[config.mk]
export PLATFORM = sky130hd
export DESIGN_NAME = bto_engine
export DESIGN_NICKNAME = d
export VERILOG_FILES = /design/src/core/bto_pkg.sv /design/src/core/bto_engine.sv
export VERILOG_INCLUDE_DIRS = /design/src /design/src/core
export SDC_FILE = /design/constraint.sdc
export NUM_CORES = 1
export LEC_CHECK = 0
export ABC_AREA = 1
export ABC_CLOCK_PERIOD_IN_PS = 16300
export BUFFER_PORTS_ARGS = -buffer_cell sky130_fd_sc_hd__clkbuf_2
export CAP_MARGIN = 15
export CORE_MARGIN = 2
export CORE_UTILIZATION = 61
export CTS_CLUSTER_SIZE = 12
export DETAILED_ROUTE_END_ITERATION = 7
export GPL_TIMING_DRIVEN = 0
export HOLD_SLACK_MARGIN = 0.1
export PLACE_DENSITY = 0.86
export SLEW_MARGIN = 20
export SYNTH_ARGS = -nofsm -noshare
export SYNTH_HDL_FRONTEND = slang
export SYNTH_SLANG_ARGS = --single-unit
[constraint.sdc]
create_clock -name CLK_I -period 16.3 [get_ports CLK_I]
set_clock_uncertainty 0.2 [all_clocks]
set_input_delay 3.26 -clock CLK_I [delete_from_list [all_inputs] [get_ports CLK_I]]
set_output_delay 3.26 -clock CLK_I [all_outputs]
set_load 0.03 [all_outputs]
[src/core/bto_cfg.svh]
`ifndef BTO_CFG_SVH
`define BTO_CFG_SVH

// ----------------------------------------
// register byte offsets
// ----------------------------------------
`define BTO_ADDR_CTRL 8'h00
`define BTO_ADDR_DIR 8'h04
`define BTO_ADDR_CELL_A 8'h08
`define BTO_ADDR_CELL_B 8'h0C
`define BTO_ADDR_STATUS 8'h10
`define BTO_ADDR_SHADOW 8'h14

// ----------------------------------------
// field positions and reset values
// ----------------------------------------
`define BTO_CTRL_OP 2:0
`define BTO_CTRL_MASK 10:3
`define BTO_CTRL_W 11
`define BTO_CTRL_RST 11'h000
`define BTO_DIR_RST 2'h3
`define BTO_CELL_RST 8'h00

// ----------------------------------------
// opcodes, feedback taps, bus answers
// ----------------------------------------
`define BTO_OPC_TOGGLE 2'h0
`define BTO_OPC_PRPG16 2'h1
`define BTO_OPC_PSA16 2'h2
`define BTO_OPC_CPAT 3'h3
`define BTO_OPC_CCNT 3'h7
`define BTO_TAP16 16'hB400
`define BTO_TAP8 8'hB8
`define BTO_RESP_OKAY 2'h0
`define BTO_RESP_SLVERR 2'h2

// ----------------------------------------
// synchroniser width: tck, tdi, four tap flags, sixteen pins
// ----------------------------------------
`define BTO_SYNC_W 22

`endif

[src/core/bto_pkg.sv]
package bto_pkg;

	// ----------------------------------------
	// decoded boundary test operation
	// ----------------------------------------
	typedef enum logic [4:0] {
		BTO_OP_TOGGLE = 5'b00001,
		BTO_OP_PRPG16 = 5'b00010,
		BTO_OP_PSA16 = 5'b00100,
		BTO_OP_CPAT = 5'b01000,
		BTO_OP_CCNT = 5'b10000
	} bto_op_t;

	// ----------------------------------------
	// side index of the transceiver pins
	// ----------------------------------------
	typedef enum logic {
		BTO_SIDE_A = 1'b0,
		BTO_SIDE_B = 1'b1
	} bto_side_t;

endpackage

[src/core/bto_engine.sv]
`timescale 1ns/1ps
`include "bto_cfg.svh"

// What this block does
// - opcode 011 runs 8-bit input signature plus 8-bit pseudo-random outputs.
// - opcode 111 runs 8-bit input signature plus 8-bit binary count outputs.
// - low bits 00 toggle, 01 16-bit pattern, 10 16-bit signature; bit 2 ignored.
// - operations run only with run-test instruction loaded and controller in idle.
// - direction cells stay out of algorithms; enables still drive or float outputs.
// - operations run only when exactly one direction enabled, else bypass.
// - control bits 10..3 mask receiving pins eight down to one.
// - mask one removes pin from signature; mask zero keeps it.
// - toggle mode captures receiving pins on rise, then copies to shadows.
// - toggle mode inverts output shift stages on rise, drives pins on fall.
// - pattern mode steps 16-bit lfsr on rise; shadows and pins follow on fall.
// - all-zero seed locks the generators; nothing special is done about it.
// - 16-bit signature folds receiving pins in on rise; input shadows follow.
// - during 16-bit signature output shadows hold and keep driving pins.
// - combined modes fold receiving pins into 8-bit signature on rise.
// - combined pattern mode steps 8-bit generator on rise, drives on fall.
// - combined count mode increments outputs as 8-bit counter, drives on fall.
// - opposite output cells count carries, extending the count to 16 bits.
// - serial data, tap flags and pins are sampled on the rising test clock.
// - serial output and pins change only on the falling test clock.
// - in shift states serial bits enter on input and leave on output.
module bto_engine (
	input wire logic CLK_I,
	input wire logic SYS_RST_I,
	input wire logic [7:0] AWADDR_I,
	input wire logic AWVALID_I,
	output logic AWREADY_O,
	input wire logic [31:0] WDATA_I,
	input wire logic [3:0] WSTRB_I,
	input wire logic WVALID_I,
	output logic WREADY_O,
	output logic [1:0] BRESP_O,
	output logic BVALID_O,
	input wire logic BREADY_I,
	input wire logic [7:0] ARADDR_I,
	input wire logic ARVALID_I,
	output logic ARREADY_O,
	output logic [31:0] RDATA_O,
	output logic [1:0] RRESP_O,
	output logic RVALID_O,
	input wire logic RREADY_I,
	input wire logic TCK_I,
	input wire logic TDI_I,
	output logic TDO_O,
	input wire logic RUN_BOUNDARY_TEST_INSTRUCTION_I,
	input wire logic RUN_IDLE_I,
	input wire logic CAPTURE_DR_I,
	input wire logic SHIFT_DR_I,
	input wire logic [7:0] A_SIDE_PINS_I,
	input wire logic [7:0] B_SIDE_PINS_I,
	output logic [7:0] A_SIDE_PINS_O,
	output logic [7:0] B_SIDE_PINS_O,
	output logic A_SIDE_PINS_OE_N_O,
	output logic B_SIDE_PINS_OE_N_O,
	output logic [7:0] A_SIDE_LOGIC_O,
	output logic [7:0] B_SIDE_LOGIC_O
);

	// ----------------------------------------
	// declarations
	// ----------------------------------------
	logic [`BTO_SYNC_W-1:0] sync1_ff, sync2_ff;
	logic tck_d_ff, tck_rise, tck_fall;
	logic tdi_s, run_instr_s, run_idle_s, capture_s, shift_s;
	logic [7:0] pins_s [0:1];
	logic [`BTO_CTRL_W-1:0] ctrl_ff;
	logic [1:0] oe_n_ff;
	logic [7:0] in_sh_ff [0:1], out_sh_ff [0:1], in_shd_ff [0:1], out_shd_ff [0:1];
	logic step_pend_ff, bypass_ff, tdo_ff;
	logic one_dir, run_ok, step;
	bto_pkg::bto_side_t drv, rcv;
	bto_pkg::bto_op_t op;
	logic [7:0] rcv_pins, masked, nxt_in, nxt_out, nxt_carry;
	logic [15:0] chain, nxt_chain;
	logic [7:0] awaddr_ff;
	logic [31:0] wdata_ff, rdata_ff, wr_merge, rd_word;
	logic [3:0] wstrb_ff;
	logic aw_full_ff, w_full_ff, bvalid_ff, rvalid_ff;
	logic [1:0] bresp_ff, rresp_ff;
	logic do_write, wr_hit, rd_hit;

	// ----------------------------------------
	// test clock and pin synchronisers
	// ----------------------------------------
	// two stages on everything from the tap side; all taken from the same stage so one edge sees one
	// consistent snapshot of data, flags and pins
	always_ff @(posedge CLK_I or posedge SYS_RST_I) begin
		if (SYS_RST_I) begin
			sync1_ff <= '0;
			sync2_ff <= '0;
		end else begin
			sync1_ff <= {TCK_I, TDI_I, RUN_BOUNDARY_TEST_INSTRUCTION_I, RUN_IDLE_I, CAPTURE_DR_I,
				SHIFT_DR_I, B_SIDE_PINS_I, A_SIDE_PINS_I};
			sync2_ff <= sync1_ff;
		end
	end

	// edge finder on the synchronised test clock
	always_ff @(posedge CLK_I or posedge SYS_RST_I) begin
		if (SYS_RST_I) begin
			tck_d_ff <= 1'b0;
		end else begin
			tck_d_ff <= sync2_ff[21];
		end
	end

	assign tck_rise = sync2_ff[21] & ~tck_d_ff;
	assign tck_fall = ~sync2_ff[21] & tck_d_ff;
	assign tdi_s = sync2_ff[20];
	assign run_instr_s = sync2_ff[19];
	assign run_idle_s = sync2_ff[18];
	assign capture_s = sync2_ff[17];
	assign shift_s = sync2_ff[16];
	assign pins_s[0] = sync2_ff[7:0];
	assign pins_s[1] = sync2_ff[15:8];

	// ----------------------------------------
	// run qualification and direction
	// ----------------------------------------
	// enable cells are active low; the side whose enable is low drives, the other receives
	assign one_dir = oe_n_ff[0] ^ oe_n_ff[1];
	assign drv = oe_n_ff[0] ? bto_pkg::BTO_SIDE_B : bto_pkg::BTO_SIDE_A;
	assign rcv = oe_n_ff[0] ? bto_pkg::BTO_SIDE_A : bto_pkg::BTO_SIDE_B;
	assign run_ok = run_instr_s & run_idle_s & one_dir;
	assign step = tck_rise & run_ok;
	assign rcv_pins = pins_s[rcv];
	assign masked = rcv_pins & ~ctrl_ff[`BTO_CTRL_MASK];

	// opcode decode; bit 2 only matters when the low bits are 11
	always_comb begin
		case (ctrl_ff[1:0])
			`BTO_OPC_TOGGLE: op = bto_pkg::BTO_OP_TOGGLE;
			`BTO_OPC_PRPG16: op = bto_pkg::BTO_OP_PRPG16;
			`BTO_OPC_PSA16: op = bto_pkg::BTO_OP_PSA16;
			default: begin
				if (ctrl_ff[`BTO_CTRL_OP] == `BTO_OPC_CCNT) begin
					op = bto_pkg::BTO_OP_CCNT;
				end else begin
					op = bto_pkg::BTO_OP_CPAT;
				end
			end
		endcase
	end

	// ----------------------------------------
	// algorithm next values
	// ----------------------------------------
	// driving cells form the upper half of the 16-bit chain; a zero seed stays zero, by design
	assign chain = {out_sh_ff[drv], in_sh_ff[rcv]};

	always_comb begin
		nxt_in = in_sh_ff[rcv];
		nxt_out = out_sh_ff[drv];
		nxt_carry = out_sh_ff[rcv];
		nxt_chain = {chain[14:0], ^(chain & `BTO_TAP16)};
		case (op)
			bto_pkg::BTO_OP_TOGGLE: begin
				nxt_in = rcv_pins;
				nxt_out = ~out_sh_ff[drv];
			end
			bto_pkg::BTO_OP_PRPG16: begin
				nxt_in = nxt_chain[7:0];
				nxt_out = nxt_chain[15:8];
			end
			bto_pkg::BTO_OP_PSA16: begin
				nxt_in = nxt_chain[7:0] ^ masked;
				nxt_out = nxt_chain[15:8];
			end
			bto_pkg::BTO_OP_CPAT: begin
				nxt_in = {in_sh_ff[rcv][6:0], ^(in_sh_ff[rcv] & `BTO_TAP8)} ^ masked;
				nxt_out = {out_sh_ff[drv][6:0], ^(out_sh_ff[drv] & `BTO_TAP8)};
			end
			bto_pkg::BTO_OP_CCNT: begin
				nxt_in = {in_sh_ff[rcv][6:0], ^(in_sh_ff[rcv] & `BTO_TAP8)} ^ masked;
				nxt_out = out_sh_ff[drv] + 8'h01;
				if (&out_sh_ff[drv]) begin
					nxt_carry = out_sh_ff[rcv] + 8'h01;
				end
			end
			default: begin
				nxt_in = in_sh_ff[rcv];
			end
		endcase
	end

	// ----------------------------------------
	// boundary cells, one set per side
	// ----------------------------------------
	generate
		for (genvar s = 0; s < 2; s++) begin : g_side
			// shift stages: a test step wins over a software seed write in the same cycle
			always_ff @(posedge CLK_I or posedge SYS_RST_I) begin
				if (SYS_RST_I) begin
					in_sh_ff[s] <= `BTO_CELL_RST;
					out_sh_ff[s] <= `BTO_CELL_RST;
				end else if (step) begin
					if (rcv == bto_pkg::bto_side_t'(s)) begin
						in_sh_ff[s] <= nxt_in;
						if (op == bto_pkg::BTO_OP_CCNT) begin
							out_sh_ff[s] <= nxt_carry;
						end
					end else begin
						out_sh_ff[s] <= nxt_out;
					end
				end else if (do_write && wr_hit && awaddr_ff == (s == 0 ? `BTO_ADDR_CELL_A : `BTO_ADDR_CELL_B)) begin
					in_sh_ff[s] <= wr_merge[7:0];
					out_sh_ff[s] <= wr_merge[15:8];
				end
			end

			// shadows follow on the fall; control cells never enter any algorithm
			always_ff @(posedge CLK_I or posedge SYS_RST_I) begin
				if (SYS_RST_I) begin
					in_shd_ff[s] <= `BTO_CELL_RST;
					out_shd_ff[s] <= `BTO_CELL_RST;
				end else if (tck_fall && step_pend_ff) begin
					if (rcv == bto_pkg::bto_side_t'(s)) begin
						in_shd_ff[s] <= in_sh_ff[s];
					end else if (op != bto_pkg::BTO_OP_PSA16) begin
						out_shd_ff[s] <= out_sh_ff[s];
					end
				end
			end
		end
	endgenerate

	// a rise that stepped the cells arms the shadow copy on the next fall
	always_ff @(posedge CLK_I or posedge SYS_RST_I) begin
		if (SYS_RST_I) begin
			step_pend_ff <= 1'b0;
		end else if (step) begin
			step_pend_ff <= 1'b1;
		end else if (tck_fall) begin
			step_pend_ff <= 1'b0;
		end
	end

	// ----------------------------------------
	// bypass register and serial output
	// ----------------------------------------
	// run test selects bypass, so the serial path is one bit long
	always_ff @(posedge CLK_I or posedge SYS_RST_I) begin
		if (SYS_RST_I) begin
			bypass_ff <= 1'b0;
		end else if (tck_rise && capture_s) begin
			bypass_ff <= 1'b0;
		end else if (tck_rise && shift_s) begin
			bypass_ff <= tdi_s;
		end
	end

	// serial output moves only on the falling test clock
	always_ff @(posedge CLK_I or posedge SYS_RST_I) begin
		if (SYS_RST_I) begin
			tdo_ff <= 1'b0;
		end else if (tck_fall) begin
			tdo_ff <= bypass_ff;
		end
	end

	// ----------------------------------------
	// pin outputs
	// ----------------------------------------
	assign TDO_O = tdo_ff;
	assign A_SIDE_PINS_O = out_shd_ff[0];
	assign B_SIDE_PINS_O = out_shd_ff[1];
	assign A_SIDE_PINS_OE_N_O = oe_n_ff[0];
	assign B_SIDE_PINS_OE_N_O = oe_n_ff[1];
	assign A_SIDE_LOGIC_O = in_shd_ff[0];
	assign B_SIDE_LOGIC_O = in_shd_ff[1];

	// ----------------------------------------
	// bus slave: write channels
	// ----------------------------------------
	// address and data are held separately, so either may arrive first
	always_ff @(posedge CLK_I or posedge SYS_RST_I) begin
		if (SYS_RST_I) begin
			awaddr_ff <= 8'h00;
			aw_full_ff <= 1'b0;
		end else if (AWVALID_I && AWREADY_O) begin
			awaddr_ff <= AWADDR_I;
			aw_full_ff <= 1'b1;
		end else if (do_write) begin
			aw_full_ff <= 1'b0;
		end
	end

	always_ff @(posedge CLK_I or posedge SYS_RST_I) begin
		if (SYS_RST_I) begin
			wdata_ff <= 32'h0000_0000;
			wstrb_ff <= 4'h0;
			w_full_ff <= 1'b0;
		end else if (WVALID_I && WREADY_O) begin
			wdata_ff <= WDATA_I;
			wstrb_ff <= WSTRB_I;
			w_full_ff <= 1'b1;
		end else if (do_write) begin
			w_full_ff <= 1'b0;
		end
	end

	assign AWREADY_O = ~aw_full_ff & ~bvalid_ff;
	assign WREADY_O = ~w_full_ff & ~bvalid_ff;
	assign do_write = aw_full_ff & w_full_ff & ~bvalid_ff;
	assign wr_hit = (awaddr_ff == `BTO_ADDR_CTRL) || (awaddr_ff == `BTO_ADDR_DIR) ||
		(awaddr_ff == `BTO_ADDR_CELL_A) || (awaddr_ff == `BTO_ADDR_CELL_B);

	// byte strobes merge new data over the current register word
	always_comb begin
		wr_merge = rd_word;
		for (int b = 0; b < 4; b++) begin
			if (wstrb_ff[b]) begin
				wr_merge[b*8 +: 8] = wdata_ff[b*8 +: 8];
			end
		end
	end

	// write response; status and shadow words are read only and answer an error
	always_ff @(posedge CLK_I or posedge SYS_RST_I) begin
		if (SYS_RST_I) begin
			bvalid_ff <= 1'b0;
			bresp_ff <= `BTO_RESP_OKAY;
		end else if (do_write) begin
			bvalid_ff <= 1'b1;
			bresp_ff <= wr_hit ? `BTO_RESP_OKAY : `BTO_RESP_SLVERR;
		end else if (BREADY_I) begin
			bvalid_ff <= 1'b0;
		end
	end

	assign BVALID_O = bvalid_ff;
	assign BRESP_O = bresp_ff;

	// control and direction words
	always_ff @(posedge CLK_I or posedge SYS_RST_I) begin
		if (SYS_RST_I) begin
			ctrl_ff <= `BTO_CTRL_RST;
			oe_n_ff <= `BTO_DIR_RST;
		end else if (do_write && awaddr_ff == `BTO_ADDR_CTRL) begin
			ctrl_ff <= wr_merge[`BTO_CTRL_W-1:0];
		end else if (do_write && awaddr_ff == `BTO_ADDR_DIR) begin
			oe_n_ff <= wr_merge[1:0];
		end
	end

	// ----------------------------------------
	// bus slave: read channels
	// ----------------------------------------
	// one word mux shared by reads and by write merging
	always_comb begin
		rd_hit = 1'b1;
		case (do_write ? awaddr_ff : ARADDR_I)
			`BTO_ADDR_CTRL: rd_word = {21'h00_0000, ctrl_ff};
			`BTO_ADDR_DIR: rd_word = {30'h0000_0000, oe_n_ff};
			`BTO_ADDR_CELL_A: rd_word = {16'h0000, out_sh_ff[0], in_sh_ff[0]};
			`BTO_ADDR_CELL_B: rd_word = {16'h0000, out_sh_ff[1], in_sh_ff[1]};
			`BTO_ADDR_STATUS: rd_word = {23'h00_0000, op, step_pend_ff, ~one_dir, run_ok, drv};
			`BTO_ADDR_SHADOW: rd_word = {out_shd_ff[1], in_shd_ff[1], out_shd_ff[0], in_shd_ff[0]};
			default: begin
				rd_word = 32'h0000_0000;
				rd_hit = 1'b0;
			end
		endcase
	end

	// a write in the same cycle borrows the mux, so the read waits one cycle
	always_ff @(posedge CLK_I or posedge SYS_RST_I) begin
		if (SYS_RST_I) begin
			rvalid_ff <= 1'b0;
			rdata_ff <= 32'h0000_0000;
			rresp_ff <= `BTO_RESP_OKAY;
		end else if (ARVALID_I && ARREADY_O) begin
			rvalid_ff <= 1'b1;
			rdata_ff <= rd_word;
			rresp_ff <= rd_hit ? `BTO_RESP_OKAY : `BTO_RESP_SLVERR;
		end else if (RREADY_I) begin
			rvalid_ff <= 1'b0;
		end
	end

	assign ARREADY_O = ~rvalid_ff & ~do_write;
	assign RVALID_O = rvalid_ff;
	assign RDATA_O = rdata_ff;
	assign RRESP_O = rresp_ff;

endmodule

==> impl_metrics.csv, run 1 <==
group,metric,value,unit
outcome,status,"finished, final reports clean",
floorplanning,die_area,16300,µm²
clock_tree,cts_buffer_depth,2,
timing,finalCritPeriodShare,30.3,%
pwr,clkPwrFrac,22.2,%
global_route,grt_pass1_wl,41100,µm
floorplanning,fp.dieH,128,µm
yosys,synth_edf_count,0,
pwr,intPower,1.01,mW
clock_tree,clk_pin_slew,0.07,ns
clock_tree,htree_levels,4,
yosys,syn_area,9320,µm²
placement,numPortBuffers,136,
clock_tree,clock-sinks,189,
timing,drv_slew,0,
yosys,synthArstFlopShare,100,%
yosys,synth_ff_type,"dfrtp_1",
pwr,switching_share,44.1,%
clock_tree,cts-root-buf,"clkbuf_16",
placement,place_hpwl,19600,µm
yosys,yosysTopAreaCell,"dfrtp_1",
timing,fin_crit,4.94,ns
placement,gp_congestion,1.00,
global_route,antenna_found_initial,0,
clock_tree,cts_resized,0,
placement,placed_area,10300,µm²
yosys,synthTopCellsByCount,"nand2_1 (328), dfrtp_1 (187), nand3_1 (104)",
detailed_routing,post-route-drc-count,0,
pwr,power_switching,0.795,mW
yosys,yosys_warnings,0,
worst_setup_path,regToRegSetupSlack,13.09,ns
yosys,ys_ff_latch,189,
timing,slew_headroom,57.7,%
finish,num-nets-final,1365,
global_route,track_usage,32.8,%
timing,tightest_slew,0.632,ns
yosys,synthMostInstantiatedCell,"nand2_1",
clock_tree,postCtsSetupRepairBufs,0,
yosys,yosysSeqAreaShare,50.8,%
pwr,p_seq_share,35.5,%
floorplanning,die_x,128,µm
worst_setup_path,required,12.84,ns
clock_tree,cts_hold_buf,0,
finish,drive_gt1_share,19.9,%
worst_setup_path,path_cells,"nand2_2, nor2_8, nor2_1, clkbuf_2",
detailed_routing,drtIter0Drc,1014,
yosys,synthTopCellsByArea,"dfrtp_1 (50%), nand2_1 (13%), nand3_1 (5.6%), o21ai_0 (4.9%), nor2_1 (3.5%)",
floorplanning,core,15100,µm²
finish,syn2layout_area_growth,16.3,%
detailed_routing,via_per_inst,5.74,
floorplanning,initial_core_util,61.8,%
timing,setup_viol_count_final,0,
clock_tree,cts_buffers,17,
yosys,postSynthAreaPerCell,8.32,µm²
worst_setup_path,crit_type,"reg2out",
global_route,grt_overflow,0,
detailed_routing,ant_nets,0,
timing,fmax,0.202,GHz
yosys,synthCells,1120,
detailed_routing,routed_wl,25700,µm
timing,rsz0062_at_grt,"false",
pwr,p_leak,5.71,nW
detailed_routing,vias,8489,
worst_setup_path,crit_slowest_cell,"dfrtp_1",
worst_setup_path,cpPeakStageDelay,0.45,ns
finish,postLayoutCellArea,10800,µm²
worst_setup_path,path_max_fanout,9,
worst_setup_path,cp.arrival,1.48,ns
pwr,power_density,166,nW/µm²
clock_tree,cts_tree,"built",
yosys,synth_top_area_share,50.2,%
worst_setup_path,start_kind,"register",
global_route,grt_max_degree,104,
finish,n_antenna_cell,0,
timing,finalSetupTns,0,ns
timing,hold_violations,0,
worst_hold_path,hold_path_class,"reg2reg",
detailed_routing,first_pass_iters,6,
clock_tree,clk_latency,0.44,ns
yosys,ys_types,54,
floorplanning,ios,157,
flow_run,drv_cap,0,
pwr,power_frac_comb,42.3,%
detailed_routing,routedWlPerCell,17.4,µm
floorplanning,row_count,45,
global_route,grt_pass1_vias,7778,
pwr,ir_drop,104,µV
worst_setup_path,crit_path_end_kind,"output pin",
## routing by layer
metal / GRT usage (%) / part of all wire [%] / up-vias
met2: 48.3 / 44 / 521
met3: 6.41 / 11 / 70
met5: 0 / 0 / -
met4: 12.7 / 3.3 / 0
li1: - / - / 3965
met1: 48.4 / 42 / 3933
## cells by family (layout without fill, tap and decap cells)
family	count (synthesis)	count (layout)	synth area share, %
AO/OA/AOI/OAI	184	184	11.0
XOR/XNOR	15	15	1.49
adder cells (fa/ha/maj)	7	7	0.939
buffers and inverters	131	300	5.97
flip-flops	189	189	50.8
multiplexers	26	26	3.06
other	1	2	0.0402
AND/OR/NAND/NOR	567	567	26.8
## critical path, delay by kind of cell (launching register included)
family                 cells  cell delay, ns
buffers and inverters      1            0.23
DFF                        1            0.45
and+or+nand+nor            3            0.36
## metrics by stage
stage / cells / utilization [%] / worst slack (ns) / power, mW / hold WS (ns)
5_1_grt: 1478 / 71.9 / 11.29 / 1.91 / 0.159
2_1_floorplan: 1121 / - / 7.70 / 1.18 / 0.131
3_5_place_dp: 1446 / 68.1 / 11.09 / 1.39 / 0.135
3_3_place_gp: 1445 / 67.9 / 5.89 / 1.36 / 0.132
4_1_cts: 1478 / 71.9 / 11.35 / 1.79 / 0.151
6_report: 1478 / 71.9 / 11.36 / 1.81 / 0.149
## state kept, by name, indices dropped and copies added, names as in the netlist, 2 cells and up
name and count:
oe_n_ff 2, ctrl_ff 11, A_SIDE_PINS_O 8, RDATA_O 32, awaddr_ff 8, out_sh_ff 16
sync2_ff 22, B_SIDE_LOGIC_O 8, wstrb_ff 2, in_sh_ff 16, A_SIDE_LOGIC_O 8, sync1_ff 22
B_SIDE_PINS_O 8, wdata_ff 16
## worst paths after layout
kind / from / end / cells after the start
max in group asynchronous: SYS_RST_I / out_sh_ff[8] / 3
hold reg to reg: sync1_ff[8] / sync2_ff[8] / 0
hold / removal: sync1_ff[8] / sync2_ff[8] / 0
setup / recovery: w_full_ff / ARREADY_O / 4
min in group asynchronous: SYS_RST_I / wdata_ff[2] / 2
setup reg to reg: ctrl_ff[0] / out_sh_ff[10] / 13
## power by group through the flow
stage | Clock, mW | Sequential, mW | Combinational, mW
3_5_place_dp | 0 | 0.646 | 0.741
5_1_grt | 0.423 | 0.650 | 0.838
6_report | 0.401 | 0.641 | 0.763
4_1_cts | 0.402 | 0.637 | 0.746
2_1_floorplan | 0 | 0.665 | 0.517
3_3_place_gp | 0 | 0.641 | 0.721
## layout make-up
class,instances,area (µm²)
sequential,189,4730
fill,1191,4250
multi-input combinational,801,4040
timing repair buffer,137,708
clock buffer,18,439
inverter,93,359
tap,188,235
buffer,38,205
clock inverter,14,128
## cells in the final DEF (no fill, tap or decap), types with 6 or more instances in the layout
cell	instances
nand2_1	328
dfrtp_1	187
clkbuf_2	136
nand3_1	104
o21ai_0	91
nor2_1	87
inv_1	78
a21oi_1	30
o21ai_1	24
mux2_2	20
clkbuf_1	18
clkbuf_16	17
inv_2	10
xor2_1	10
buf_2	8
nand2_2	8
ha_1	7
buf_4	6
mux2i_1	6
nor3_1	6
Note: power is estimated with default switching activity, not from simulation.
==> run 2: changes to the inputs <==
ABC_CLOCK_PERIOD_IN_PS = 4800   (was 16300)
CORE_UTILIZATION = 57   (was 61)
PLACE_DENSITY = 0.81   (was 0.86)
clock period = 4.8 ns   (was 16.3 ns; I/O delays follow)
==> run 2 against run 1 <==
  * Global-route usage shrank 1.6 points
  * Register-to-register slack got worse by 12 ns
  * Largest power group unchanged
  * Non-clock buffer count increased by 5
  * Worst hold slack lost 0.0051 ns
  * Clock power grew to 3.6 times the previous value
  * Count of clock-buffer cells in the layout decreased by 1
  * Routed wire length rose by 3.0%
  * Critical endpoint is now out_sh_ff[10]
  * Design area increased by 1.5%
  * Flip-flop and latch count unchanged
==> impl_metrics.csv, run 2 (synthesis results as in run 1) <==
group,metric,value,unit
clock_tree,cts_buffer_depth,2,
clock_tree,clk_latency,0.44,ns
clock_tree,cts_buffers,17,
detailed_routing,routed_wl,26500,µm
floorplanning,fp.dieH,132,µm
clock_tree,clk_pin_slew,0.08,ns
worst_hold_path,hp-start,"sync1_ff[9]",
timing,whs,0.144,ns
timing,setup_viol_count_final,0,
placement,placed_cells,1479,
timing,drv_slew,0,
pwr,switching_share,44.1,%
pwr,clkPwrFrac,22.9,%
detailed_routing,ant_nets,0,
timing,fin_crit,3.26,ns
worst_setup_path,crit_start,"ctrl_ff[0]",
global_route,grt_overflow,0,
worst_setup_path,path_cells,"inv_1, ha_1, inv_1, nand3_1, nor2_1, inv_1, nand2_1, nand2_1, inv_2, buf_4, nand2_1, a21oi_1, a21oi_1",
placement,numPortBuffers,136,
worst_setup_path,cpPeakStageDelay,0.50,ns
global_route,grt_max_degree,35,
global_route,antenna_found_initial,0,
timing,finalSetupTns,0,ns
pwr,power_frac_comb,42.3,%
finish,final_common_cell,"nand2_1",
finish,n_antenna_cell,0,
placement,place_hpwl,20500,µm
worst_setup_path,r2r-start,"ctrl_ff[0]",
clock_tree,postCtsSetupRepairBufs,0,
timing,slew_headroom,58.3,%
pwr,p_seq_share,34.7,%
worst_setup_path,crit_path_end_kind,"register",
clock_tree,cts_hold_buf,0,
finish,final_core_util,69.0,%
floorplanning,die_x,132,µm
floorplanning,initial_core_util,58.5,%
pwr,total_power,6.23,mW
worst_setup_path,start_kind,"register",
timing,finalCritPeriodShare,68.0,%
worst_setup_path,crit_slowest_cell,"dfrtp_1",
detailed_routing,drtIter0Drc,905,
clock_tree,cts_resized,0,
worst_setup_path,required,4.92,ns
pwr,power_density,566,nW/µm²
floorplanning,row_count,46,
placement,gp_congestion,0.940,
clock_tree,clock-sinks,189,
timing,hold_violations,0,
finish,syn2layout_area_growth,18.1,%
worst_setup_path,worstPathBufferInverterCount,5,
worst_hold_path,hold_path_class,"reg2reg",
finish,final_cell_mix,"nand2_1 (328), dfrtp_1 (187), clkbuf_2 (136)",
detailed_routing,post-route-drc-count,0,
global_route,grt_pass1_vias,7781,
clock_tree,cts_tree,"built",
pwr,power_switching,2.75,mW
pwr,p_leak,5.75,nW
finish,postLayoutCellArea,11000,µm²
timing,tightest_slew,0.619,ns
worst_setup_path,cp_top_family,"simple AND/OR/NAND/NOR gates",
global_route,grt_pass1_wl,42100,µm
placement,pre_cts_ws,1.67,ns
finish,fin_cells,1511,
timing,fmax,0.306,GHz
detailed_routing,first_pass_iters,5,
global_route,track_usage,31.1,%
detailed_routing,vias,8345,
pwr,intPower,3.48,mW
floorplanning,core,15900,µm²
detailed_routing,via_per_inst,5.52,
worst_setup_path,path_max_fanout,10,
worst_setup_path,crit_type,"reg2reg",
floorplanning,die_area,17400,µm²
flow_run,drv_cap,0,
finish,num-nets-final,1370,
finish,drive_gt1_share,20.2,%
clock_tree,htree_levels,4,
timing,setup_ws,1.54,ns
timing,rsz0062_at_grt,"false",
floorplanning,ios,157,
detailed_routing,routedWlPerCell,17.5,µm
finish,largest_reg_flops,32,
worst_setup_path,cp.arrival,3.39,ns
clock_tree,cts-root-buf,"clkbuf_16",
placement,placed_area,10400,µm²
outcome,status,"finished, final reports clean",
pwr,ir_drop,377,µV
run 2: worst paths after layout:
path	end	slack, ns	depth (start not counted)
min in group asynchronous	wdata_ff[2]	0.33	2
worst min-delay path	sync2_ff[9]	0.14	0
worst min register to register	sync2_ff[9]	0.14	0
max in group asynchronous	RDATA_O[28]	3.17	5
worst max register to register	out_sh_ff[10]	1.54	13
worst max-delay path	out_sh_ff[10]	1.54	13
run 2: area by class of cell:
type | instances | area (µm²)
timing repair buffer | 142 | 808
clock buffer | 17 | 425
inverter | 93 | 355
multi-input combinational | 801 | 4040
sequential | 189 | 4730
clock inverter | 15 | 173
tap | 216 | 270
fill | 1259 | 4940
buffer | 38 | 205
run 2: layer usage:
| layer | wire length (µm) | vias to the layer above | part of all wire, % | global-route usage [%] |
|---|---|---|---|---|
| li1 | - | 3973 | - | - |
| met2 | 11500 | 457 | 43 | 45.5 |
| met5 | 0 | - | 0 | 0 |
| met3 | 2530 | 49 | 9.6 | 6.84 |
| met1 | 11800 | 3866 | 44 | 46.2 |
| met4 | 714 | 0 | 2.7 | 10.5 |
run 2: power by group through the flow:
stage	logic [mW]	clock network, mW	registers [mW]
after global routing	2.89	1.51	2.20
after CTS	2.60	1.43	2.15
after floorplan	1.76	0	2.26
after detailed placement	2.58	0	2.18
final	2.64	1.43	2.16
after global placement	2.53	0	2.17
